### src/verilog/rsc_pkg.sv
// Constants for the reset strap configuration loader
// Behaviour
// [RL1] Straps are inputs while reset is held; levels captured when reset releases.
// [RL2] Other devices on strap pins stay undriven during reset.
// [RL3] Clock-out strap 0 keeps the output low; 1 enables it.
// [RL4] Software control bit enables or disables the clock output.
// [RL5] Clock output derived from reference clock; two-bit frequency field.
// [RL6] Two straps give frequency field default: 25, 50, 125 MHz, reserved.
// [RL7] Frequency field stays rewritable by software after reset.
// [RL8] Mode strap 0: managed, five straps form the PHY address.
// [RL9] Mode strap 1: unmanaged, five straps select default configuration.
// [RL10] Unmanaged mode: speed, autoneg, duplex, capability, interface, crossover, delays from straps; code keeps crossover auto unless forced gigabit.
// [RL11] Unmanaged mode: downshift enable and low-power enable default to one.
// [RL12] Unmanaged: straps A and B set both clock delay codes.
// [RL13] Unmanaged: straps C and D pick the link advertisement.
// [RL14] Unmanaged: strap E selects RGMII (0) or RMII (1).
// [RL15] Board must pair RMII with a 10/100-only advertisement.
// [RL16] No consistency checks; any latched combination is applied.
// [RL17] Unmanaged address: upper three bits zero, low two from straps.
// [RL18] MAC family strap: 0 RGMII, 1 GMII or MII by speed; the code selects GMII for 1 at every speed.
// [RL19] Unmanaged with strap E set forces RMII regardless of family strap.
// [RL20] Forced gigabit strap 1 takes master/slave and crossover from two straps.
// [RL21] Forced gigabit: master strap 1 is master, 0 is slave.
// [RL22] Forced gigabit: crossover strap 0 is MDI, 1 is MDI-X.
// [RL23] Straps captured once per release; later only register writes change settings.
package rsc_pkg;
   // ****************************************
   // Register map (word offsets are byte addresses)
   // ****************************************
   localparam logic [7:0] RSC_ADDR_STRAP = 8'h00;
   localparam logic [7:0] RSC_ADDR_CLK = 8'h04;
   localparam logic [7:0] RSC_ADDR_CFG = 8'h08;
   localparam logic [7:0] RSC_ADDR_DELAY = 8'h0C;
   localparam logic [7:0] RSC_ADDR_ID = 8'h10;
   // Arbitrary identity value
   localparam logic [31:0] RSC_ID_VALUE = 32'h0000_5C01;
   // ****************************************
   // Field positions
   // ****************************************
   localparam int RSC_CLK_EN_BIT = 0;
   localparam int RSC_CLK_FREQ_LSB = 1;
   localparam int RSC_CFG_AN_BIT = 0;
   localparam int RSC_CFG_DUPLEX_BIT = 1;
   localparam int RSC_CFG_SPEED_LSB = 2;
   localparam int RSC_CFG_CAP_LSB = 4;
   localparam int RSC_CFG_MAC_LSB = 6;
   localparam int RSC_CFG_MDI_LSB = 8;
   localparam int RSC_CFG_DOWN_BIT = 10;
   localparam int RSC_CFG_LOWP_BIT = 11;
   localparam int RSC_CFG_MS_BIT = 12;
   localparam int RSC_CFG_F1000_BIT = 13;
   localparam int RSC_DLY_TX_LSB = 0;
   localparam int RSC_DLY_RX_LSB = 4;
   // ****************************************
   // Encodings
   // ****************************************
   localparam logic [1:0] RSC_FREQ_25 = 2'h0;
   localparam logic [1:0] RSC_FREQ_50 = 2'h1;
   localparam logic [1:0] RSC_FREQ_125 = 2'h2;
   localparam logic [2:0] RSC_DLY_0P2 = 3'h0;
   localparam logic [2:0] RSC_DLY_1P1 = 3'h2;
   localparam logic [2:0] RSC_DLY_2P0 = 3'h4;
   localparam logic [2:0] RSC_DLY_2P6 = 3'h6;
   localparam logic [1:0] RSC_MAC_RGMII = 2'h0;
   localparam logic [1:0] RSC_MAC_GMII = 2'h1;
   localparam logic [1:0] RSC_MAC_RMII = 2'h2;
   localparam logic [1:0] RSC_MDI_AUTO = 2'h0;
   localparam logic [1:0] RSC_MDI_FORCE = 2'h2;
   localparam logic [1:0] RSC_MDIX_FORCE = 2'h3;
   localparam logic [1:0] RSC_SPD_10 = 2'h0;
   localparam logic [1:0] RSC_SPD_100 = 2'h1;
   localparam logic [1:0] RSC_SPD_1000 = 2'h2;
   localparam logic [1:0] RSC_CAP_NONE = 2'h0;
   localparam logic [1:0] RSC_CAP_ALL = 2'h3;
   localparam logic [4:0] RSC_ADDR_ZERO = 5'h00;
   // Clock-out dividers: half periods in core cycles per frequency; 125 MHz uses 1, as 50 MHz does
   localparam int RSC_CLK_MHZ = 100;
   localparam logic [2:0] RSC_HALF_25 = 3'(RSC_CLK_MHZ / 25 / 2);
   localparam logic [2:0] RSC_HALF_50 = 3'(RSC_CLK_MHZ / 50 / 2);
   localparam logic [2:0] RSC_HALF_125 = 3'h1;
   // Strap vector bit positions
   localparam int RSC_S_AUXCLK = 0;
   localparam int RSC_S_MODE = 1;
   localparam int RSC_S_A = 2;
   localparam int RSC_S_E = 6;
   localparam int RSC_S_FAMILY = 7;
   localparam int RSC_S_AD0 = 8;
   localparam int RSC_S_AD1 = 9;
   localparam int RSC_S_F0 = 10;
   localparam int RSC_S_F1 = 11;
   localparam int RSC_S_F1000 = 12;
   localparam int RSC_S_MS = 13;
   localparam int RSC_S_MDI = 14;
   localparam int RSC_NSTRAP = 15;
endpackage

### src/verilog/rsc_loader.sv
// Strap capture, derived configuration and Wishbone register file
`timescale 1ns/1ns
module rsc_loader
   import rsc_pkg::*;
(
   input wire logic clk_i,
   input wire logic rst_i,
   input wire logic active_low_reset_pin_n_i,
   input wire logic [RSC_NSTRAP-1:0] strap_i,
   output logic [RSC_NSTRAP-1:0] strap_oe_o,
   input wire logic wb_cyc_i,
   input wire logic wb_stb_i,
   input wire logic wb_we_i,
   input wire logic [7:0] wb_adr_i,
   input wire logic [3:0] wb_sel_i,
   input wire logic [31:0] wb_dat_i,
   output logic [31:0] wb_dat_o,
   output logic wb_ack_o,
   output logic aux_clock_output_o,
   output logic managed_o,
   output logic [4:0] phy_addr_o,
   output logic [1:0] mac_if_o,
   output logic autoneg_o,
   output logic full_duplex_o,
   output logic [1:0] speed_o,
   output logic [1:0] gig_cap_o,
   output logic [1:0] mdi_mode_o,
   output logic downshift_o,
   output logic low_power_o,
   output logic forced_1000_o,
   output logic master_o,
   output logic [2:0] rx_delay_o,
   output logic [2:0] tx_delay_o,
   output logic loaded_o
);
   typedef enum logic [1:0] {
      RSC_ST_IDLE = 2'b00,
      RSC_ST_HELD = 2'b01,
      RSC_ST_LOAD = 2'b10,
      RSC_ST_RUN = 2'b11
   } rsc_state_e;

   typedef struct packed {
      rsc_state_e st;
      logic [1:0] rst_sync;
      logic [RSC_NSTRAP-1:0] strap_m;
      logic [RSC_NSTRAP-1:0] strap_q;
      logic [RSC_NSTRAP-1:0] latched;
      logic clk_en;
      logic [1:0] clk_freq;
      logic managed;
      logic [4:0] addr;
      logic [1:0] mac_if;
      logic autoneg;
      logic duplex;
      logic [1:0] speed;
      logic [1:0] cap;
      logic [1:0] mdi;
      logic downshift;
      logic lowp;
      logic f1000;
      logic master;
      logic [2:0] rxd;
      logic [2:0] txd;
      logic ack;
      logic [31:0] rdat;
   } rsc_state_s;

   rsc_state_s s_r;
   rsc_state_s s_nxt;
   logic div_out;
   logic [2:0] half_sel;

   // Straps A and B to a delay code
   function automatic logic [2:0] delay_code(input logic a, input logic b);
      case ({a, b})
         2'b00: delay_code = RSC_DLY_0P2;
         2'b01: delay_code = RSC_DLY_1P1;
         2'b10: delay_code = RSC_DLY_2P0;
         default: delay_code = RSC_DLY_2P6;
      endcase
   endfunction

   // Byte-lane merge for register writes
   function automatic logic [31:0] lane_merge(input logic [31:0] old,
                                              input logic [31:0] wd,
                                              input logic [3:0] sel);
      lane_merge = old;
      for (int i = 0; i < 4; i++) begin
         if (sel[i]) begin
            lane_merge[i*8 +: 8] = wd[i*8 +: 8];
         end
      end
   endfunction

   logic [31:0] cfg_word;
   logic [31:0] clk_word;
   logic [31:0] dly_word;
   logic bus_req;
   logic [31:0] wval;

   always_comb begin
      cfg_word = '0;
      cfg_word[RSC_CFG_AN_BIT] = s_r.autoneg;
      cfg_word[RSC_CFG_DUPLEX_BIT] = s_r.duplex;
      cfg_word[RSC_CFG_SPEED_LSB +: 2] = s_r.speed;
      cfg_word[RSC_CFG_CAP_LSB +: 2] = s_r.cap;
      cfg_word[RSC_CFG_MAC_LSB +: 2] = s_r.mac_if;
      cfg_word[RSC_CFG_MDI_LSB +: 2] = s_r.mdi;
      cfg_word[RSC_CFG_DOWN_BIT] = s_r.downshift;
      cfg_word[RSC_CFG_LOWP_BIT] = s_r.lowp;
      cfg_word[RSC_CFG_MS_BIT] = s_r.master;
      cfg_word[RSC_CFG_F1000_BIT] = s_r.f1000;
      clk_word = '0;
      clk_word[RSC_CLK_EN_BIT] = s_r.clk_en;
      clk_word[RSC_CLK_FREQ_LSB +: 2] = s_r.clk_freq;
      dly_word = '0;
      dly_word[RSC_DLY_TX_LSB +: 3] = s_r.txd;
      dly_word[RSC_DLY_RX_LSB +: 3] = s_r.rxd;
   end

   assign bus_req = wb_cyc_i && wb_stb_i && !s_r.ack;

   always_comb begin
      s_nxt = s_r;
      wval = '0;
      s_nxt.rst_sync = {s_r.rst_sync[0], active_low_reset_pin_n_i};
      s_nxt.strap_m = strap_i;
      s_nxt.strap_q = s_r.strap_m;
      s_nxt.ack = bus_req;
      case (s_r.st)
         RSC_ST_IDLE: begin
            s_nxt.st = RSC_ST_HELD;
         end
         RSC_ST_HELD: begin
            // [RL1] capture at release
            if (s_r.rst_sync[1]) begin
               s_nxt.latched = s_r.strap_q;
               s_nxt.st = RSC_ST_LOAD;
            end
         end
         RSC_ST_LOAD: begin
            // [RL16] apply as latched, unchecked
            s_nxt.st = RSC_ST_RUN;
            // [RL3] clock-out enable default
            s_nxt.clk_en = s_r.latched[RSC_S_AUXCLK];
            // [RL6] frequency default from straps
            s_nxt.clk_freq = {s_r.latched[RSC_S_F1], s_r.latched[RSC_S_F0]};
            s_nxt.managed = !s_r.latched[RSC_S_MODE];
            s_nxt.autoneg = 1'b1;
            s_nxt.duplex = 1'b1;
            s_nxt.speed = RSC_SPD_1000;
            s_nxt.cap = RSC_CAP_ALL;
            s_nxt.mdi = RSC_MDI_AUTO;
            s_nxt.downshift = 1'b0;
            s_nxt.lowp = 1'b0;
            s_nxt.rxd = RSC_DLY_0P2;
            s_nxt.txd = RSC_DLY_0P2;
            // [RL18] MAC family strap
            s_nxt.mac_if = s_r.latched[RSC_S_FAMILY] ? RSC_MAC_GMII : RSC_MAC_RGMII;
            if (!s_r.latched[RSC_S_MODE]) begin
               // [RL8] managed address from A-E
               s_nxt.addr = s_r.latched[RSC_S_A +: 5];
            end else begin
               // [RL17] unmanaged address
               s_nxt.addr = {3'h0, s_r.latched[RSC_S_AD1], s_r.latched[RSC_S_AD0]};
               // [RL9] [RL10] unmanaged defaults
               // [RL11] downshift and low power on
               s_nxt.downshift = 1'b1;
               s_nxt.lowp = 1'b1;
               // [RL12] delay codes from A, B
               s_nxt.rxd = delay_code(s_r.latched[RSC_S_A], s_r.latched[RSC_S_A + 1]);
               s_nxt.txd = delay_code(s_r.latched[RSC_S_A], s_r.latched[RSC_S_A + 1]);
               // [RL13] advertisement from C, D
               case ({s_r.latched[RSC_S_A + 2], s_r.latched[RSC_S_A + 3]})
                  2'b00: begin
                     s_nxt.cap = RSC_CAP_ALL;
                  end
                  2'b01: begin
                     s_nxt.cap = RSC_CAP_NONE;
                     s_nxt.speed = RSC_SPD_100;
                  end
                  2'b10: begin
                     s_nxt.cap = RSC_CAP_NONE;
                     s_nxt.autoneg = 1'b0;
                     s_nxt.duplex = 1'b0;
                     s_nxt.speed = RSC_SPD_100;
                  end
                  default: begin
                     s_nxt.cap = RSC_CAP_NONE;
                     s_nxt.autoneg = 1'b0;
                     s_nxt.duplex = 1'b0;
                     s_nxt.speed = RSC_SPD_10;
                  end
               endcase
               // [RL14] [RL19] strap E forces RMII
               if (s_r.latched[RSC_S_E]) begin
                  s_nxt.mac_if = RSC_MAC_RMII;
               end
            end
            // [RL20] forced gigabit mode
            s_nxt.f1000 = s_r.latched[RSC_S_F1000];
            s_nxt.master = 1'b0;
            if (s_r.latched[RSC_S_F1000]) begin
               s_nxt.autoneg = 1'b0;
               s_nxt.speed = RSC_SPD_1000;
               s_nxt.duplex = 1'b1;
               // [RL21] master/slave
               s_nxt.master = s_r.latched[RSC_S_MS];
               // [RL22] MDI or MDI-X
               s_nxt.mdi = s_r.latched[RSC_S_MDI] ? RSC_MDIX_FORCE : RSC_MDI_FORCE;
            end
         end
         RSC_ST_RUN: begin
            // [RL23] only register writes change settings
            if (bus_req && wb_we_i) begin
               case (wb_adr_i)
                  RSC_ADDR_CLK: begin
                     wval = lane_merge(clk_word, wb_dat_i, wb_sel_i);
                     // [RL4] software clock-out enable
                     s_nxt.clk_en = wval[RSC_CLK_EN_BIT];
                     // [RL7] frequency rewritable
                     s_nxt.clk_freq = wval[RSC_CLK_FREQ_LSB +: 2];
                  end
                  RSC_ADDR_CFG: begin
                     wval = lane_merge(cfg_word, wb_dat_i, wb_sel_i);
                     s_nxt.autoneg = wval[RSC_CFG_AN_BIT];
                     s_nxt.duplex = wval[RSC_CFG_DUPLEX_BIT];
                     s_nxt.speed = wval[RSC_CFG_SPEED_LSB +: 2];
                     s_nxt.cap = wval[RSC_CFG_CAP_LSB +: 2];
                     s_nxt.mac_if = wval[RSC_CFG_MAC_LSB +: 2];
                     s_nxt.mdi = wval[RSC_CFG_MDI_LSB +: 2];
                     s_nxt.downshift = wval[RSC_CFG_DOWN_BIT];
                     s_nxt.lowp = wval[RSC_CFG_LOWP_BIT];
                     s_nxt.master = wval[RSC_CFG_MS_BIT];
                  end
                  RSC_ADDR_DELAY: begin
                     wval = lane_merge(dly_word, wb_dat_i, wb_sel_i);
                     s_nxt.txd = wval[RSC_DLY_TX_LSB +: 3];
                     s_nxt.rxd = wval[RSC_DLY_RX_LSB +: 3];
                  end
                  default: begin
                     wval = '0;
                  end
               endcase
            end
         end
         default: begin
            s_nxt.st = RSC_ST_IDLE;
         end
      endcase
      // Pin reset asserted again: return to sampling
      if (!s_r.rst_sync[1]) begin
         s_nxt.st = RSC_ST_HELD;
      end
      // Read data; unmapped addresses read zero and still ack
      s_nxt.rdat = '0;
      if (bus_req && !wb_we_i) begin
         case (wb_adr_i)
            RSC_ADDR_STRAP: s_nxt.rdat = {17'h0, s_r.latched};
            RSC_ADDR_CLK: s_nxt.rdat = clk_word;
            RSC_ADDR_CFG: s_nxt.rdat = cfg_word;
            RSC_ADDR_DELAY: s_nxt.rdat = dly_word;
            RSC_ADDR_ID: s_nxt.rdat = RSC_ID_VALUE;
            default: s_nxt.rdat = '0;
         endcase
      end
   end

   always_ff @(posedge clk_i) begin
      if (rst_i) begin
         s_r <= '0;
      end else begin
         s_r <= s_nxt;
      end
   end

   always_comb begin
      case (s_r.clk_freq)
         RSC_FREQ_25: half_sel = RSC_HALF_25;
         RSC_FREQ_50: half_sel = RSC_HALF_50;
         RSC_FREQ_125: half_sel = RSC_HALF_125;
         default: half_sel = RSC_HALF_25;
      endcase
   end

   // [RL5] clock output from the core reference
   rsc_clkdiv u_div (
      .clk_i(clk_i),
      .rst_i(rst_i),
      .en_i(s_r.clk_en && s_r.st == RSC_ST_RUN),
      .half_i(half_sel),
      .out_o(div_out)
   );

   // Strap pins are never driven by this block; functional drivers
   // elsewhere must honour this too while reset is held.
   assign strap_oe_o = '0;
   assign aux_clock_output_o = div_out;
   assign wb_ack_o = s_r.ack;
   assign wb_dat_o = s_r.rdat;
   assign managed_o = s_r.managed;
   assign phy_addr_o = s_r.addr;
   assign mac_if_o = s_r.mac_if;
   assign autoneg_o = s_r.autoneg;
   assign full_duplex_o = s_r.duplex;
   assign speed_o = s_r.speed;
   assign gig_cap_o = s_r.cap;
   assign mdi_mode_o = s_r.mdi;
   assign downshift_o = s_r.downshift;
   assign low_power_o = s_r.lowp;
   assign forced_1000_o = s_r.f1000;
   assign master_o = s_r.master;
   assign rx_delay_o = s_r.rxd;
   assign tx_delay_o = s_r.txd;
   assign loaded_o = (s_r.st == RSC_ST_RUN);

   // ****************************************
   // Assertions
   // ****************************************
   property p_capture;
      @(posedge clk_i) disable iff (rst_i)
      (s_r.st == RSC_ST_HELD && s_r.rst_sync[1]) |=> s_r.latched == $past(s_r.strap_q);
   endproperty
   a_capture: assert property (p_capture) else $error("strap capture wrong"); // [RL1]
   // Enable may rise the next cycle, so only the following edge is checked
   property p_clkoff;
      @(posedge clk_i) disable iff (rst_i)
      !s_r.clk_en |=> !aux_clock_output_o;
   endproperty
   a_clkoff: assert property (p_clkoff) else $error("clock out not low"); // [RL3]
   property p_hold;
      @(posedge clk_i) disable iff (rst_i)
      (s_r.st == RSC_ST_RUN && s_nxt.st == RSC_ST_RUN) |=> s_r.latched == $past(s_r.latched);
   endproperty
   a_hold: assert property (p_hold) else $error("latched straps changed"); // [RL23]
   property p_uaddr;
      @(posedge clk_i) disable iff (rst_i)
      (s_r.st == RSC_ST_LOAD && s_r.latched[RSC_S_MODE]) |=> phy_addr_o[4:2] == 3'h0
         && downshift_o && low_power_o;
   endproperty
   a_uaddr: assert property (p_uaddr) else $error("unmanaged defaults wrong"); // [RL17]
   property p_rmii;
      @(posedge clk_i) disable iff (rst_i)
      (s_r.st == RSC_ST_LOAD && s_r.latched[RSC_S_MODE] && s_r.latched[RSC_S_E])
         |=> mac_if_o == RSC_MAC_RMII;
   endproperty
   a_rmii: assert property (p_rmii) else $error("RMII not forced"); // [RL19]
   property p_maddr;
      @(posedge clk_i) disable iff (rst_i)
      (s_r.st == RSC_ST_LOAD && !s_r.latched[RSC_S_MODE])
         |=> phy_addr_o == $past(s_r.latched[RSC_S_A +: 5]) && managed_o;
   endproperty
   a_maddr: assert property (p_maddr) else $error("managed address wrong"); // [RL8]
   property p_master;
      @(posedge clk_i) disable iff (rst_i)
      (s_r.st == RSC_ST_LOAD && s_r.latched[RSC_S_F1000])
         |=> master_o == $past(s_r.latched[RSC_S_MS])
         && mdi_mode_o[0] == $past(s_r.latched[RSC_S_MDI]);
   endproperty
   a_master: assert property (p_master) else $error("forced gigabit wrong"); // [RL21]
   property p_freq;
      @(posedge clk_i) disable iff (rst_i)
      (s_r.st == RSC_ST_RUN && bus_req && wb_we_i && wb_adr_i == RSC_ADDR_CLK && wb_sel_i[0])
         |=> s_r.clk_freq == $past(wb_dat_i[RSC_CLK_FREQ_LSB +: 2]);
   endproperty
   a_freq: assert property (p_freq) else $error("frequency write lost"); // [RL7]
endmodule

### src/verilog/rsc_clkdiv.sv
// Clock-out divider producing an enable-driven square wave
`timescale 1ns/1ns
module rsc_clkdiv
   import rsc_pkg::*;
(
   input wire logic clk_i,
   input wire logic rst_i,
   input wire logic en_i,
   input wire logic [2:0] half_i,
   output logic out_o
);
   typedef struct packed {
      logic [2:0] cnt;
      logic lvl;
   } rsc_div_s;
   rsc_div_s s_r;
   rsc_div_s s_nxt;

   always_comb begin
      s_nxt = s_r;
      if (!en_i) begin
         s_nxt.cnt = 3'h0;
         s_nxt.lvl = 1'b0;
      end else if (s_r.cnt >= half_i - 3'h1) begin
         s_nxt.cnt = 3'h0;
         s_nxt.lvl = ~s_r.lvl;
      end else begin
         s_nxt.cnt = s_r.cnt + 3'h1;
      end
   end

   always_ff @(posedge clk_i) begin
      if (rst_i) begin
         s_r <= '0;
      end else begin
         s_r <= s_nxt;
      end
   end

   assign out_o = s_r.lvl;
endmodule

### config.mk
export PLATFORM = sky130hd
export DESIGN_NAME = rsc_loader
export DESIGN_NICKNAME = d
export VERILOG_FILES = /design/src/verilog/rsc_pkg.sv /design/src/verilog/rsc_loader.sv /design/src/verilog/rsc_clkdiv.sv
export SDC_FILE = /design/constraint.sdc
export NUM_CORES = 1
export LEC_CHECK = 0
export ABC_AREA = 1
export CORE_ASPECT_RATIO = 0.75
export CORE_UTILIZATION = 35
export DETAILED_ROUTE_END_ITERATION = 8
export DONT_BUFFER_PORTS = 1
export PLACE_DENSITY = 0.54
export REMOVE_ABC_BUFFERS = 1
export SLEW_MARGIN = 20
export SYNTH_ARGS = -nofsm -noshare
export SYNTH_HDL_FRONTEND = slang
export SYNTH_SLANG_ARGS = --single-unit
### constraint.sdc
create_clock -name clk_i -period 1.32 [get_ports clk_i]
set_input_delay 0.264 -clock clk_i [delete_from_list [all_inputs] [get_ports clk_i]]
set_output_delay 0.264 -clock clk_i [all_outputs]
set_load 0.02 [all_outputs]
==> flow_metrics.py, run 1 <==
metrics = {
    "setup_path": {
        "arrival_ns": 1.14,
        "cp_slowest_cell": "dfxtp_2",
        "startpoint_type": "register",
        "worstSetupPathType": "reg -> out",
        "rrSetupSlack_ns": -0.08,
        "r2r_cells": 9,
        "crit_chain": "ha_4 -> buf_6 -> buf_8",
        "max_stage_delay_ns": 0.36,
        "critPathMaxFanout": 6,
        "reg2reg_from": "s_r[109]",
        "crit_family": "flip-flops",
        "r2r-end": "gig_cap_o[1]",
        "critPathBufInv": 2,
        "cp.required_ns": 1.06,
        "crit_path_end_kind": "output pin",
    },
    "power": {
        "clockPowerShare": 0.427,
        "p_total_mw": 6.19,
        "switching_power_mw": 1.65,
        "combinationalPowerShare": 0.075,
        "p_seq_frac": 0.498,
        "swShare": 0.266,
        "power_density_nw_per_um2": 1090,
        "p_int_mw": 4.55,
        "peakVddDrop_mv": 0.705,
        "p_leak_nw": 2.53,
    },
    "min_path": {
        "worstHoldPathCells": 2,
        "whs_endpoint": "s_nxt[91]",
        "hold_class": "in -> reg",
        "min-delay-start": "strap_i[14]",
    },
    "finish": {
        "layout.nets": 737,
        "final_common_cell": "nor2_1",
        "layout_common_cells": "nor2_1, nand2_1, dfxtp_1, inv_1, buf_4",
        "diodes": 0,
        "syn2layout_area_growth_pct": 23.4,
        "drive_above_1_share": 0.249,
    },
    "sta": {
        "slew_violations": 0,
        "setup_slack_ns": -0.0831,
        "post-route-period-util": 1.06,
        "tns_ns": -1.20,
        "period_minus_slack_ns": 1.40,
        "final-hold-violation-count": 0,
        "rsz0062_at_grt": "true",
        "finalSetupViolCount": 30,
        "max_freq_ghz": 0.713,
        "skew_ns": 0.0119,
    },
    "drt": {
        "drcViolationCount": 0,
        "dr.first_iter.drc_count": 150,
        "first_pass_iters": 4,
        "wl_per_cell_um": 13.9,
        "postRouteAntennaNets": 0,
        "wirelength_mm": 11.6,
        "avgViaCountPerCell": 4.42,
        "via_count": 3686,
    },
    "synthesis": {
        "synth_edf_count": 0,
        "yosysWarnings": 0,
        "synth.distinct_cells": 29,
        "syn_area_um2": 4600,
        "synth_top_area_frac": 0.427,
        "synthArstFlopShare": 0,
        "ys.flop_type": "dfxtp_1",
        "ys_seq_area_frac": 0.427,
        "ys_seq_elements": 98,
        "synth_area_leaders": "dfxtp_1, buf_4, nor2_1",
        "syn_inst": 637,
        "yosysTopAreaCell": "dfxtp_1",
        "syn_avg_cell_area_um2": 7.22,
    },
    "global_route": {
        "grt_pass1_wl_mm": 17.6,
        "grt_usage": 0.170,
        "grt_max_degree": 43,
        "antenna_found_initial": 0,
        "grt.overflow.total": 0,
        "grt_pass1_vias": 3467,
    },
    "placement": {
        "dpl.hpwl_mm": 7.90,
        "routabilityCongestion": 0.838,
        "io_buffers": 0,
    },
    "status": {
        "failed_checks": "negative setup slack",
        "status": "finished, violations left",
    },
    "floorplanning": {
        "die-area_um2": 13600,
        "row_count": 35,
        "ioPinCount": 141,
        "start_util": 0.367,
        "coreArea_um2": 12500,
        "die_h_um": 101,
        "die_x_um": 134,
    },
    "cts": {
        "root_buffer": "clkbuf_16",
        "clockBufferDepth": 2,
        "cts_tree": "built",
        "numCtsBuffers": 9,
        "clk_latency_ns": 0.35,
        "clock-sinks": 98,
        "ctsHtreeMaxLevel": 3,
        "clkTransAtPathRegs_ns": 0.08,
    },
    "job": {
        "cap_violations": 0,
    },
}
[power by group through the flow]
stage | sequential [mW] | combinational, mW | clock [mW]
3_3_place_gp | 3.15 | 0.347 | 0
6_report | 3.08 | 0.464 | 2.64
4_1_cts | 3.08 | 0.431 | 2.72
2_1_floorplan | 3.14 | 0.254 | 0
5_1_grt | 3.09 | 0.514 | 2.83
3_5_place_dp | 3.15 | 0.355 | 0
[stage by stage]
| step | hold WS [ns] | instances | instance area (um2) | worst slack, ns | util |
|---|---|---|---|---|---|
| floorplan | 0.333 | 582 | 4120 | -0.978 | - |
| finish | 0.0100 | 834 | 5680 | -0.0831 | 0.453 |
| CTS | 0.000919 | 830 | 5470 | -0.0994 | 0.437 |
| detailed placement | 0.340 | 795 | 4720 | -0.110 | 0.377 |
| global route | 0.00356 | 834 | 5680 | -0.149 | 0.453 |
| global placement | 0.339 | 795 | 4720 | -0.0721 | 0.377 |
[state kept, by name, indices dropped and copies added, names as in the netlist, 3 cells and up]
name        count
s_r            33
s_nxt          16
wb_dat_o       15
phy_addr_o      5
clk_word        3
rx_delay_o      3
tx_delay_o      3
u_div.s_r       3
[synthesized netlist by cell type (all sizes together), types with 3 or more instances]
| library cell | instances |
|---|---|
| nor2 | 130 |
| nand2 | 114 |
| dfxtp | 98 |
| inv | 82 |
| buf | 79 |
| a21oi | 40 |
| nand3 | 32 |
| o21ai | 28 |
| ha | 9 |
| clkbuf | 7 |
| o211ai | 4 |
| nor3 | 3 |
[cell type report]
cell class                 count  area (um2)
fill                        1274        6850
multi-input combinational    402        2160
sequential                    98        1970
timing repair buffer          69         721
inverter                      83         322
clock buffer                   9         225
tap                          166         208
clock inverter                 7        76.3
[cells by family after synthesis]
kind of cell / share of synthesized area
DFF: 0.427
buffers and inverters: 0.197
xor gates and xnor gates: 0.00381
AOI/OAI and AO/OA: 0.0865
and+or+nand+nor: 0.261
adders and majority gates: 0.0245
other: 0.000815
[worst max path at each step]
stage,start,to,slack [ns],cells after the start
global route,s_r[110],tx_delay_o[1],-0.15,10
CTS,s_r[109],loaded_o,-0.1,3
detailed placement,s_r[109],downshift_o,-0.11,7
finish,s_r[110],loaded_o,-0.08,3
global placement,s_r[109],low_power_o,-0.07,7
floorplan,s_r[109],rx_delay_o[0],-0.98,8
[what timing repair did]
action	4_1_cts	5_1_grt
setup buffers	6	3
cloned	5	2
endpoints found under the hold margin	37	0
gates resized for setup	56	48
endpoints found under the setup margin	29	64
pin swaps	21	14
hold buffers	8	0
[routing by layer]
| metal | part of all wire | vias up | routed length, um | track usage |
|---|---|---|---|---|
| li1 | - | 1919 | - | - |
| met1 | 0.46 | 1649 | 5360 | 0.219 |
| met2 | 0.45 | 108 | 5220 | 0.273 |
| met3 | 0.079 | 10 | 921 | 0.0556 |
| met4 | 0.0091 | 0 | 106 | 0.0484 |
| met5 | 0 | - | 0 | 0 |
Note: power is estimated with default switching activity, not from simulation.
==> run 2: changes to the inputs <==
Settings changed: TNS_END_PERCENT set to 20.
==> flow_metrics.py, run 2 (synthesis gave the netlist of run 1 again) <==
metrics = {
    "setup_path": {
        "critPathBufInv": 4,
        "cp.required_ns": 1.57,
        "crit_family": "buffers and inverters",
        "max_stage_delay_ns": 0.36,
        "rrSetupSlack_ns": -0.09,
        "worstSetupPathType": "reg -> reg",
        "critPathMaxFanout": 10,
        "startpoint_type": "register",
        "arrival_ns": 1.66,
        "cp_slowest_cell": "dfxtp_2",
        "crit_chain": "buf_4 -> inv_4 -> ha_4 -> nand2_4 -> nand2_8 -> buf_12 -> buf_16 -> a21oi_1 -> nor2_1",
        "crit_path_end_kind": "register",
    },
    "cts": {
        "clock-sinks": 98,
        "cts_tree": "built",
        "root_buffer": "clkbuf_16",
        "clkTransAtPathRegs_ns": 0.08,
        "numCtsBuffers": 9,
        "clk_latency_ns": 0.35,
        "ctsHtreeMaxLevel": 3,
        "clockBufferDepth": 2,
    },
    "drt": {
        "wl_per_cell_um": 13.3,
        "first_pass_iters": 4,
        "avgViaCountPerCell": 4.34,
        "postRouteAntennaNets": 0,
        "dr.first_iter.drc_count": 156,
        "drcViolationCount": 0,
        "wirelength_mm": 11.0,
        "via_count": 3590,
    },
    "min_path": {
        "hold_class": "in -> reg",
    },
    "placement": {
        "io_buffers": 0,
        "placed_cells": 795,
        "place_worst_setup_slack_ns": -0.110,
        "routabilityCongestion": 0.838,
        "dpl.hpwl_mm": 7.90,
    },
    "floorplanning": {
        "die_h_um": 101,
        "ioPinCount": 141,
        "die-area_um2": 13600,
        "start_util": 0.367,
        "row_count": 35,
        "coreArea_um2": 12500,
        "die_x_um": 134,
    },
    "power": {
        "peakVddDrop_mv": 0.705,
        "p_leak_nw": 2.45,
        "power_density_nw_per_um2": 1120,
        "p_total_mw": 6.16,
    },
    "sta": {
        "skew_ns": 0.0127,
        "finalSetupViolCount": 23,
        "period_minus_slack_ns": 1.41,
        "post-route-period-util": 1.07,
        "setup_slack_ns": -0.0929,
        "slew_violations": 0,
        "max_freq_ghz": 0.708,
        "rsz0062_at_grt": "true",
        "final-hold-violation-count": 0,
    },
    "global_route": {
        "antenna_found_initial": 0,
        "grt_pass1_vias": 3371,
        "grt_usage": 0.165,
        "grt_pass1_wl_mm": 17.0,
        "grt_max_degree": 43,
        "grt.overflow.total": 0,
    },
    "job": {
        "cap_violations": 0,
    },
    "finish": {
        "diodes": 0,
        "syn2layout_area_growth_pct": 19.2,
        "layout_common_cells": "nor2_1, nand2_1, dfxtp_1, inv_1, buf_4",
        "top_register": "s_r",
        "instances_no_fill": 828,
        "drive_above_1_share": 0.204,
        "layout.nets": 731,
        "fin_util": 0.438,
        "final_common_cell": "nor2_1",
        "fillers": 1291,
        "largest_reg_flops": 33,
    },
    "status": {
        "status": "finished, violations left",
        "failed_checks": "negative setup slack",
    },
}
[run 2: cell type report]
cell class / count / area (um2) / area share
Clock buffer: 9 / 225 / 0.0411
Clock inverter: 7 / 76.3 / 0.0139
Inverter: 83 / 319 / 0.0582
Multi-Input combinational cell: 402 / 2040 / 0.372
Sequential cell: 98 / 1970 / 0.359
Tap cell: 166 / 208 / 0.0379
Timing Repair Buffer: 63 / 647 / 0.118
[run 2: what timing repair did]
| item | in CTS | in global routing |
|---|---|---|
| cloned | 3 | 2 |
| hold endpoints to repair | 37 | 0 |
| endpoints found under the setup margin | 29 | 63 |
| pin swaps | 9 | 7 |
| buffers inserted | 3 | 1 |
| gates resized for setup | 35 | 35 |
| hold buffers | 8 | 0 |
[run 2: final timing paths]
path / depth (start not counted) / endpoint / from
worst max-delay path: 9 / mac_if_o[0] / s_r[109]
worst min-delay path: 2 / s_nxt[91] / strap_i[14]
worst max register to register: 9 / mac_if_o[0] / s_r[109]
worst min register to register: 2 / s_r[89] / s_nxt[89]
[run 2: power by group]
group          internal (mW)  total (mW)  leakage, nW  switching, mW
clock network           1.35        2.64        0.147           1.29
registers               3.03        3.08        0.799         0.0502
logic                  0.156       0.440         1.51          0.284
[run 2: routing by layer]
| layer | vias up | global-route usage | wire (um) |
|---|---|---|---|
| li1 | 1902 | - | - |
| met1 | 1559 | 0.214 | 5040 |
| met2 | 117 | 0.261 | 4880 |
| met3 | 12 | 0.0556 | 995 |
| met4 | 0 | 0.0467 | 124 |
| met5 | - | 0 | 0 |
[run 2: per-stage QoR]
stage / hold slack (ns) / area (um2) / TNS, ns
final: 0.00893 / 5480 / -1.23
after global routing: 0.00356 / 5480 / -3.31
after CTS: 0.000919 / 5330 / -0.853
after detailed placement: 0.340 / 4720 / -2.12
after global placement: 0.339 / 4720 / -0.927
after floorplan: 0.333 / 4120 / -18.98
==> run 3: changes to the inputs <==
Settings changed: CORE_UTILIZATION 35 to 40, PLACE_DENSITY 0.54 to 0.59, SLEW_MARGIN 20 to unset.
==> flow_metrics.py, run 3 (synthesis gave the netlist of run 1 again) <==
metrics = {
    "status": {
        "status": "finished, violations left",
        "failed_checks": "negative setup slack",
    },
    "sta": {
        "rsz0062_at_grt": "true",
        "skew_ns": 0.00634,
        "post-route-period-util": 1.06,
        "final-hold-violation-count": 0,
        "setup_slack_ns": -0.0820,
        "slew_violations": 0,
        "finalSetupViolCount": 14,
        "max_freq_ghz": 0.713,
        "period_minus_slack_ns": 1.40,
        "holdWs_ns": 0.0196,
        "tns_ns": -0.411,
    },
    "job": {
        "cap_violations": 0,
    },
    "floorplanning": {
        "die_h_um": 94.9,
        "die_x_um": 126,
        "row_count": 33,
        "start_util": 0.416,
        "die-area_um2": 11900,
        "ioPinCount": 141,
        "coreArea_um2": 11100,
    },
    "finish": {
        "diodes": 0,
        "drive_above_1_share": 0.208,
        "largest_reg_flops": 33,
        "syn2layout_area_growth_pct": 14.1,
        "top_register": "s_r",
        "final_common_cell": "nor2_1",
        "layout_common_cells": "nor2_1, nand2_1, dfxtp_1, inv_1, buf_4",
        "layout.nets": 723,
        "fillers": 1100,
    },
    "drt": {
        "drcViolationCount": 0,
        "wl_per_cell_um": 13.4,
        "wirelength_mm": 10.6,
        "dr.first_iter.drc_count": 195,
        "first_pass_iters": 4,
        "via_count": 3578,
        "avgViaCountPerCell": 4.51,
        "postRouteAntennaNets": 0,
    },
    "power": {
        "p_leak_nw": 2.38,
        "p_seq_frac": 0.505,
        "clockPowerShare": 0.427,
        "swShare": 0.240,
        "p_int_mw": 4.63,
        "p_total_mw": 6.10,
        "peakVddDrop_mv": 0.626,
        "switching_power_mw": 1.46,
        "power_density_nw_per_um2": 1160,
        "combinationalPowerShare": 0.067,
    },
    "cts": {
        "clk_latency_ns": 0.34,
        "numCtsBuffers": 9,
        "cts_tree": "built",
        "root_buffer": "clkbuf_16",
        "clkTransAtPathRegs_ns": 0.07,
        "ctsHtreeMaxLevel": 3,
        "clockBufferDepth": 2,
        "clock-sinks": 98,
    },
    "setup_path": {
        "arrival_ns": 1.14,
        "worstSetupPathType": "reg -> out",
        "cp.required_ns": 1.06,
        "startpoint_type": "register",
        "crit_path_end_kind": "output pin",
        "critPathMaxFanout": 6,
    },
    "global_route": {
        "grt_max_degree": 38,
        "grt_pass1_wl_mm": 16.6,
        "grt.overflow.total": 0,
        "grt_pass1_vias": 3335,
        "grt_usage": 0.183,
        "antenna_found_initial": 0,
    },
    "placement": {
        "routabilityCongestion": 0.818,
        "io_buffers": 0,
        "dpl.hpwl_mm": 7.63,
    },
    "min_path": {
        "hold_class": "in -> reg",
    },
}
## run 3: cell count changes in the layout (fill, tap and decap cells not counted), moves of 4 or more
cell / before / now
a21oi_1: 24 / 34
a21oi_2: 16 / 6
buf_12: 6 / 2
buf_4: 41 / 48
dlygate4sd3_1: 7 / 0
nand2_1: 100 / 95
nand2_2: 8 / 15
nand3_2: 0 / 4
nor2_2: 12 / 16
## run 3: what timing repair did
| item | in CTS | in global routing |
|---|---|---|
| gates cloned | 1 | 1 |
| endpoints found under the hold margin | 37 | 0 |
| setup endpoints to repair | 28 | 56 |
| pin swaps | 4 | 8 |
| setup buffers | 1 | 0 |
| hold buffers | 1 | 0 |
| resized for setup | 24 | 35 |
## run 3: per-layer routing
| metal | vias up | track usage | part of all wire |
|---|---|---|---|
| li1 | 1875 | - | - |
| met1 | 1582 | 0.227 | 0.47 |
| met2 | 110 | 0.303 | 0.45 |
| met3 | 11 | 0.0606 | 0.071 |
| met4 | 0 | 0.0592 | 0.013 |
| met5 | - | 0 | 0 |
## run 3: cell type report
class | count | area (um2) | area share
clock inverters | 6 | 65.1 | 0.0124
clock buffers | 9 | 225 | 0.0429
repair buffers | 56 | 502 | 0.0956
multi-input cells | 401 | 2000 | 0.381
inverters | 83 | 313 | 0.0596
flip-flops and latches | 98 | 1970 | 0.375
well taps | 140 | 175 | 0.0334
## run 3: critical path: stages (launching register included)
cell and delay (ns):
dfxtp_4 0.36, ha_4 0.18, buf_6 0.12, buf_8 0.13
## run 3: metrics by stage
| stage | cells | instance area [um2] | setup WS (ns) | util |
|---|---|---|---|---|
| 4_1_cts | 792 | 5130 | -0.0715 | 0.464 |
| 3_3_place_gp | 774 | 4700 | -0.0891 | 0.425 |
| 3_5_place_dp | 774 | 4700 | -0.153 | 0.425 |
| 2_1_floorplan | 582 | 4120 | -0.978 | - |
| 5_1_grt | 793 | 5250 | -0.123 | 0.474 |
| 6_report | 793 | 5250 | -0.0820 | 0.474 |
## run 3: power groups by stage
stage          clock [mW]  combinational [mW]  sequential (mW)
4_1_cts              2.67               0.396             3.08
5_1_grt              2.79               0.461             3.09
3_5_place_dp            0               0.359             3.15
3_3_place_gp            0               0.351             3.14
6_report             2.60               0.410             3.08
2_1_floorplan           0               0.254             3.14
## run 3: worst paths after layout
check,startpoint,endpoint,slack (ns),cells past startpoint
worst min register to register,s_nxt[84],s_r[84],0.40,2
worst min-delay path,strap_i[9],s_nxt[86],0.02,2
worst max-delay path,s_r[109],loaded_o,-0.08,3
worst max register to register,s_r[109],mac_if_o[0],-0.06,9
